===== config.mk =====
export PLATFORM = sky130hd
export DESIGN_NAME = sspv_supervisor
export DESIGN_NICKNAME = d
export VERILOG_FILES = /design/src/core/sspv_pkg.sv /design/src/core/sspv_supervisor.sv /design/src/core/sspv_sync3.sv
export VERILOG_INCLUDE_DIRS = /design/src /design/src/core
export SDC_FILE = /design/constraint.sdc
export NUM_CORES = 1
export LEC_CHECK = 0
export ABC_CLOCK_PERIOD_IN_PS = 2000
export BUFFER_PORTS_ARGS = -buffer_cell sky130_fd_sc_hd__buf_2
export CELL_PAD_IN_SITES_DETAIL_PLACEMENT = 0
export CELL_PAD_IN_SITES_GLOBAL_PLACEMENT = 1
export CORE_UTILIZATION = 23
export CTS_CLUSTER_SIZE = 10
export DETAILED_ROUTE_END_ITERATION = 10
export PLACE_DENSITY = 0.52
export SLEW_MARGIN = 10
export SYNTH_ARGS = -nofsm -noshare
export SYNTH_HDL_FRONTEND = slang
export SYNTH_SLANG_ARGS = --single-unit

===== constraint.sdc =====
create_clock -name MCLK -period 2 [get_ports MCLK]
set_input_delay 0.3 -clock MCLK [delete_from_list [all_inputs] [get_ports MCLK]]
set_output_delay 0.3 -clock MCLK [all_outputs]
set_load 0.01 [all_outputs]

===== src/core/sspv_cfg.svh =====
// constants of the supply supervisor: field positions, reset values, timing
// assumes inclusion by bare name from the supervisor package and top module
`ifndef SSPV_CFG_SVH
`define SSPV_CFG_SVH
// clock rate in kHz (100 MHz always-on clock)
`define SSPV_CLK_KHZ 100000
// release delay in microseconds as printed (2.6 ms)
`define SSPV_RELEASE_DELAY_US 2600
// release delay in cycles, rounded up
`define SSPV_RELEASE_DELAY_CYC ((`SSPV_RELEASE_DELAY_US*`SSPV_CLK_KHZ+999)/1000)
// threshold select field width and reset value
`define SSPV_THR_W 3
`define SSPV_THR_RST 3'h0
// event line carrying the detector output
`define SSPV_EVT_LINE 16
// reset-source flag positions
`define SSPV_RSRC_W 3
`define SSPV_RSRC_PIN 0
`define SSPV_RSRC_SUPPLY 1
`define SSPV_RSRC_LOWPWR 2
`endif


===== src/core/sspv_pkg.sv =====
// types of the supply supervisor
// assumes the constants header sits in the include path
`include "sspv_cfg.svh"
package sspv_pkg;
    // regulator operating modes, one-hot
    typedef enum logic [2:0] {
        SSPV_REG_RUN = 3'h1,
        SSPV_REG_STOP = 3'h2,
        SSPV_REG_STBY = 3'h4
    } sspv_reg_mode_t;
    // requested low-power mode from software
    typedef enum logic [1:0] {
        SSPV_REQ_RUN = 2'h0,
        SSPV_REQ_STOP = 2'h1,
        SSPV_REQ_STBY = 2'h2
    } sspv_req_t;
endpackage


===== src/core/sspv_supervisor.sv =====
// supply supervisor: supply reset hold, voltage detector, regulator modes
// assumes comparator outputs are asynchronous levels and MCLK is always on
`include "sspv_cfg.svh"
module sspv_supervisor
    import sspv_pkg::*;
#(
    parameter int RELEASE_CYC = `SSPV_RELEASE_DELAY_CYC,
    parameter int THR_W = `SSPV_THR_W
) (
    input wire logic MCLK,
    input wire logic SYS_RST,
    input wire logic SUPPLY_OK_CMP,
    input wire logic [7:0] DETECT_CMP,
    input wire logic SUPERVISOR_DISABLE_PIN,
    input wire logic EXTERNAL_RESET_PIN_N,
    input wire logic [THR_W-1:0] DETECT_THRESHOLD_SELECT,
    input wire logic DETECTOR_ENABLE_BIT,
    input wire logic EVT_RISE_EN,
    input wire logic EVT_FALL_EN,
    input wire logic EVT_IRQ_MASK,
    input wire logic EVT_PEND_CLR,
    input wire logic LOWPWR_RST_REQ,
    input wire logic RSRC_CLR,
    input wire sspv_pkg::sspv_req_t MODE_REQ,
    input wire logic WAKE,
    output logic SYSTEM_RESET,
    output logic [THR_W-1:0] DETECT_THRESHOLD_OUT,
    output logic DETECTOR_OUTPUT_FLAG,
    output logic EVT_PENDING,
    output logic EVT_IRQ,
    output logic REG_ENABLE,
    output logic REG_LOWPWR,
    output logic RETAIN_CONTENTS,
    output logic BATTERY_SWITCH,
    output logic [`SSPV_RSRC_W-1:0] RESET_SOURCE
);
    localparam int CW = $clog2(RELEASE_CYC + 1);

    logic supply_ok; // synchronised supply comparator
    logic pin_rst_n; // synchronised external reset pin
    logic sup_off; // synchronised supervisor disable strap
    logic [7:0] det_sync; // synchronised detector comparator taps
    logic [CW-1:0] rel_cnt; // release delay counter
    logic hold; // supply reset held
    logic det_prev; // previous detector level for edges
    logic det_valid; // previous level meaningful
    sspv_reg_mode_t mode; // regulator mode state
    logic lowpwr_hold; // one-cycle low-power reset latch

    // supply comparator through the three-stage chain
    sspv_sync3 #(.RST_VAL(1'b0)) u_sync_supply (
        .clk(MCLK),
        .rst(SYS_RST),
        .async_in(SUPPLY_OK_CMP),
        .level(supply_ok)
    );
    // external reset pin, idles high
    sspv_sync3 #(.RST_VAL(1'b1)) u_sync_pin (
        .clk(MCLK),
        .rst(SYS_RST),
        .async_in(EXTERNAL_RESET_PIN_N),
        .level(pin_rst_n)
    );
    // disable strap, same depth as the supply chain so both move together
    sspv_sync3 #(.RST_VAL(1'b0)) u_sync_off (
        .clk(MCLK),
        .rst(SYS_RST),
        .async_in(SUPERVISOR_DISABLE_PIN),
        .level(sup_off)
    );
    // one chain per detector threshold tap
    genvar gi;
    generate
        for (gi = 0; gi < 8; gi++) begin : g_det
            sspv_sync3 #(.RST_VAL(1'b1)) u_sync_det (
                .clk(MCLK),
                .rst(SYS_RST),
                .async_in(DETECT_CMP[gi]),
                .level(det_sync[gi])
            );
        end
    endgenerate

    // supervisor low when supply bad, unless disabled by the pin
    wire supply_low = ~supply_ok & ~sup_off;
    wire pin_low = ~pin_rst_n;
    // selected tap: high means supply above the chosen threshold
    wire det_sel = det_sync[DETECT_THRESHOLD_SELECT];
    wire det_level = DETECTOR_ENABLE_BIT & det_sel;
    wire det_rise = det_valid & det_level & ~det_prev;
    wire det_fall = det_valid & ~det_level & det_prev;
    wire det_event = DETECTOR_ENABLE_BIT &
        ((det_rise & EVT_RISE_EN) | (det_fall & EVT_FALL_EN));
    wire cnt_done = (rel_cnt == CW'(RELEASE_CYC - 1));
    wire lowpwr_evt = (mode == SSPV_REG_STBY) & WAKE;
    wire any_rst = hold | pin_low | lowpwr_hold;

    // release delay: restarted by every dip of the supply while the disable strap is clear
    always_ff @(posedge MCLK) begin
        if (SYS_RST) begin
            rel_cnt <= '0;
            hold <= 1'b1;
        end else if (supply_low) begin
            rel_cnt <= '0;
            hold <= 1'b1;
        end else if (hold) begin
            if (cnt_done) begin
                hold <= 1'b0;
            end else begin
                rel_cnt <= rel_cnt + CW'(1);
            end
        end
    end

    // system reset output and battery switchover
    always_ff @(posedge MCLK) begin
        if (SYS_RST) begin
            SYSTEM_RESET <= 1'b1;
            BATTERY_SWITCH <= 1'b1;
        end else begin
            SYSTEM_RESET <= any_rst;
            BATTERY_SWITCH <= hold;
        end
    end

    // detector flag and edge tracking
    always_ff @(posedge MCLK) begin
        if (SYS_RST) begin
            det_prev <= 1'b0;
            det_valid <= 1'b0;
            DETECTOR_OUTPUT_FLAG <= 1'b0;
            DETECT_THRESHOLD_OUT <= `SSPV_THR_RST;
        end else begin
            det_prev <= det_level;
            det_valid <= DETECTOR_ENABLE_BIT;
            DETECTOR_OUTPUT_FLAG <= det_level;
            DETECT_THRESHOLD_OUT <= DETECT_THRESHOLD_SELECT;
        end
    end

    // pending bit of the event line; set wins over clear
    always_ff @(posedge MCLK) begin
        if (SYS_RST | any_rst) begin
            EVT_PENDING <= 1'b0;
            EVT_IRQ <= 1'b0;
        end else begin
            if (det_event) begin
                EVT_PENDING <= 1'b1;
            end else if (EVT_PEND_CLR) begin
                EVT_PENDING <= 1'b0;
            end
            EVT_IRQ <= (EVT_PENDING | det_event) & EVT_IRQ_MASK;
        end
    end

    // regulator mode state
    always_ff @(posedge MCLK) begin
        if (SYS_RST | any_rst) begin
            mode <= SSPV_REG_RUN;
        end else begin
            unique case (mode)
                SSPV_REG_RUN: begin
                    if (MODE_REQ == SSPV_REQ_STOP) begin
                        mode <= SSPV_REG_STOP;
                    end else if (MODE_REQ == SSPV_REQ_STBY) begin
                        mode <= SSPV_REG_STBY;
                    end
                end
                SSPV_REG_STOP: begin
                    if (WAKE) begin
                        mode <= SSPV_REG_RUN;
                    end
                end
                SSPV_REG_STBY: begin
                    mode <= SSPV_REG_STBY; // left only by reset
                end
                default: begin
                    mode <= SSPV_REG_RUN;
                end
            endcase
        end
    end

    // regulator outputs from the mode
    always_ff @(posedge MCLK) begin
        if (SYS_RST) begin
            REG_ENABLE <= 1'b1;
            REG_LOWPWR <= 1'b0;
            RETAIN_CONTENTS <= 1'b1;
            lowpwr_hold <= 1'b0;
        end else begin
            REG_ENABLE <= (mode != SSPV_REG_STBY);
            REG_LOWPWR <= (mode == SSPV_REG_STOP);
            RETAIN_CONTENTS <= (mode != SSPV_REG_STBY);
            lowpwr_hold <= lowpwr_evt | LOWPWR_RST_REQ;
        end
    end

    // reset-source flags rewritten with the active sources during any reset, cleared by SYS_RST or software
    always_ff @(posedge MCLK) begin
        if (SYS_RST) begin
            RESET_SOURCE <= '0;
        end else if (hold | pin_low | lowpwr_hold) begin
            RESET_SOURCE[`SSPV_RSRC_SUPPLY] <= hold;
            RESET_SOURCE[`SSPV_RSRC_PIN] <= pin_low;
            RESET_SOURCE[`SSPV_RSRC_LOWPWR] <= lowpwr_hold;
        end else if (RSRC_CLR) begin
            RESET_SOURCE <= '0;
        end
    end
endmodule


===== src/core/sspv_sync3.sv =====
// three-stage synchroniser with agreement of the last two stages
// assumes an asynchronous level input and the single always-on clock
module sspv_sync3 #(
    parameter logic RST_VAL = 1'b0
) (
    input wire logic clk,
    input wire logic rst,
    input wire logic async_in,
    output logic level
);
    logic s1; // first stage, read only by s2
    logic s2;
    logic s3;
    // shift chain; level moves once s2 and s3 agree
    always_ff @(posedge clk) begin
        if (rst) begin
            s1 <= RST_VAL;
            s2 <= RST_VAL;
            s3 <= RST_VAL;
            level <= RST_VAL;
        end else begin
            s1 <= async_in;
            s2 <= s1;
            s3 <= s2;
            if (s2 == s3) begin
                level <= s3;
            end
        end
    end
endmodule


==> flow_summary.ini <==
[cells_and_area]
nFillCells = 1315
area_delta_synth_final_pct = 24.9
drive_gt1_share_pct = 34.2
final_area_sq_mm = 0.00365
multi_input_area_sq_mm = 0.00124
register_area_sq_mm = 0.00162
instances_no_fill = 516
diodes = 0
final_net_count = 371

[clock_network]
cts_hold_buf = 0
clk_pin_slew_ns = 0.06
clockBufferDepth = 2
htreeDepth = 3
numCtsBuffers = 9
cts_tree = yes
clock-sinks = 81
clkLatencyLatePin_ns = 0.34
root_buffer = clkbuf_16

[route]
routedWlPerCell_microns = 10.7
detailedRoute.firstIterationViolations = 41
vias = 2114
firstDrtPassIters = 4
viasPerCell = 4.10
drt_wl_total_microns = 5520
antenna_left = 0
drc = 0

[synth]
synth_seq_cells = 81
yosysWarnings = 0
syn_avg_cell_area_sq_um = 10.0
syn_area_sq_mm = 0.00293
synth_cells = 292
seq_area_frac_synth_pct = 55.4
syn_nets = 319
yosysUniqueCellTypes = 42

[power_and_ir_drop]
p_seq_share_pct = 50.8
cellLeakagePower_nw = 1.32
p_sw_share_pct = 21.3
p_int_w = 0.00257
p_sw_w = 0.000698
p_total_w = 0.00327
pwr_density_cell_mw_per_mm2 = 896
ir_drop_mv = 0.618
power_frac_comb_pct = 3.1
p_clk_share_pct = 46.1

[worst_setup_path]
crit_type = reg2reg
startpoint_type = register
crit_buf_inv = 0
slowest_delay_ns = 0.51
cp-end-kind = register
crit_chain = or4b_1 > or4_4 > o21bai_4 > or4_1 > a21oi_1
startpoint = rel_cnt[6]
cp_max_fo = 10
crit_family = simple AND/OR/NAND/NOR gates
rr_startpoint = rel_cnt[6]
worst_path_max_delay_cell = or4b_1
crit_arrival_ns = 2.13
cp.required_ns = 2.20

[die]
fp.dieW_microns = 115
die_h_microns = 115
die-area_sq_mm = 0.0132
core-area_sq_mm = 0.0122
start_util_pct = 24.0
rows = 40
boundaryPins = 40

[outcome]
status = finished clean

[global_routing]
antenna_found_initial = 0
grt_util_all_layers_pct = 9.44
grt_remaining_overflow = 0
grt_pass1_wl_microns = 9430
grt_pass1_vias = 1974
grt_max_degree = 40

[timing]
slew_headroom_pct = 72.0
tightest_slew_ns = 0.420
fin_crit_ns = 1.93
rsz0062_at_grt = yes
final.setup.tns_ns = 0
fmax_mhz = 518
fin_crit_sh_pct = 96.5
skew_ns = 0.00527
finalSetupViolations = 0
hold_viol_final = 0
drv_slew = 0

[placement]
gp_congestion = 0.679
dp_cells = 500
numPortBuffers = 39
placed_area_sq_mm = 0.00336
hpwl_microns = 3800

[flow_run]
cap_violations = 0

[min_path]
min_from = DETECT_CMP[0]
hp-class = in2reg
==> what timing repair did <==
action                     in CTS  in global routing
gates resized for setup         0                  3
setup endpoints to repair       0                 14
setup buffers                   0                  0
==> final timing paths <==
| check | slack (ns) | to | cells past startpoint |
|---|---|---|---|
| max | 0.07 | rel_cnt[13] | 5 |
| min | 0.14 | g_det[0].u_sync_det.s1 | 2 |
| max reg2reg | 0.07 | rel_cnt[13] | 5 |
| min reg2reg | 0.41 | g_det[7].u_sync_det.s2 | 1 |
==> through the flow <==
| step | setup slack, ns | util (%) | hold WS, ns |
|---|---|---|---|
| floorplan | 0.0981 | - | 0.379 |
| global placement | 0.0284 | 27.6 | 0.392 |
| detailed placement | 0.0125 | 27.6 | 0.393 |
| CTS | 0.00170 | 29.8 | 0.125 |
| global route | -0.0420 | 29.9 | 0.128 |
| finish | 0.0698 | 29.9 | 0.141 |
==> placed cells by master (no fill, tap or decap), types with 8 or more instances in the layout <==
cell / instances
dfxtp_1: 79
buf_2: 39
or2_2: 30
a21oi_1: 25
nor2_1: 22
nor2b_1: 13
nand2_1: 13
buf_4: 11
o21bai_1: 9
or3_1: 9
clkbuf_16: 9
o21ai_1: 8
==> kinds of logic (layout without fill, tap and decap cells) <==
| family | Yosys count | in the layout | synth area share [%] |
|---|---|---|---|
| multiplexers | 5 | 5 | 2.57 |
| AO/OA/AOI/OAI | 63 | 64 | 13.8 |
| adder cells (fa/ha/maj) | 1 | 1 | 0.428 |
| buffers and inverters | 17 | 72 | 2.57 |
| XOR/XNOR | 3 | 3 | 0.898 |
| flip-flops | 81 | 81 | 55.4 |
| AND/OR/NAND/NOR | 122 | 122 | 24.3 |
==> power by group through the flow <==
stage	registers [W]	clock network, W	logic [W]
finish	0.00166	0.00151	0.000101
floorplan	0.00170	0	0.0000532
detailed placement	0.00170	0	0.000103
global route	0.00167	0.00164	0.000115
CTS	0.00166	0.00157	0.000104
global placement	0.00170	0	0.000103
==> registers in the layout, indices dropped and copies added, names as in the netlist, 3 cells and up <==
signal and flops:
g_det.u_sync_det.s1 8, g_det.u_sync_det.s3 8, mode 3, g_det.u_sync_det.level 8, DETECT_THRESHOLD_OUT 3, g_det.u_sync_det.s2 8, RESET_SOURCE 3, rel_cnt 18
==> layer usage <==
layer	wire, microns	up-vias	GRT usage, %
li1	-	1121	-
met1	2800	948	11.9
met2	2360	36	14.3
met3	240	9	3.74
met4	106	0	4.16
met5	0	-	0
==> area by class of cell <==
| class | count | share of cell area, % |
|---|---|---|
| sequential | 81 | 44.5 |
| multi-input combinational | 195 | 34.0 |
| timing repair buffer | 50 | 7.61 |
| clock buffer | 11 | 6.65 |
| tap | 168 | 5.76 |
| clock inverter | 4 | 0.788 |
| inverter | 7 | 0.719 |
==> synthesized netlist by cell type, drive strengths merged <==
cell type	instances	area [sq um]
a211o	1	8.76
a21oi	31	178
a31oi	3	18.8
and3	1	6.26
buf	2	18.8
clkbuf	8	30.0
dfxtp	81	1620
ha	1	12.5
inv	7	26.3
mux2i	3	30.0
mux4	2	45.0
nand2	13	48.8
nand2b	1	6.26
nand3	4	20.0
nand3b	3	22.5
nand4	7	43.8
nand4b	1	8.76
nor2	23	88.8
nor2b	13	81.3
nor3	2	10.0
nor3b	2	20.0
nor4	1	12.5
nor4b	3	26.3
o21ai	17	104
o21bai	10	86.3
o31ai	1	7.51
or2	30	188
or3	15	100
or4	2	18.8
or4b	1	10.0
xnor2	1	8.76
xor2	2	17.5
(Power assumes the default switching activity.)
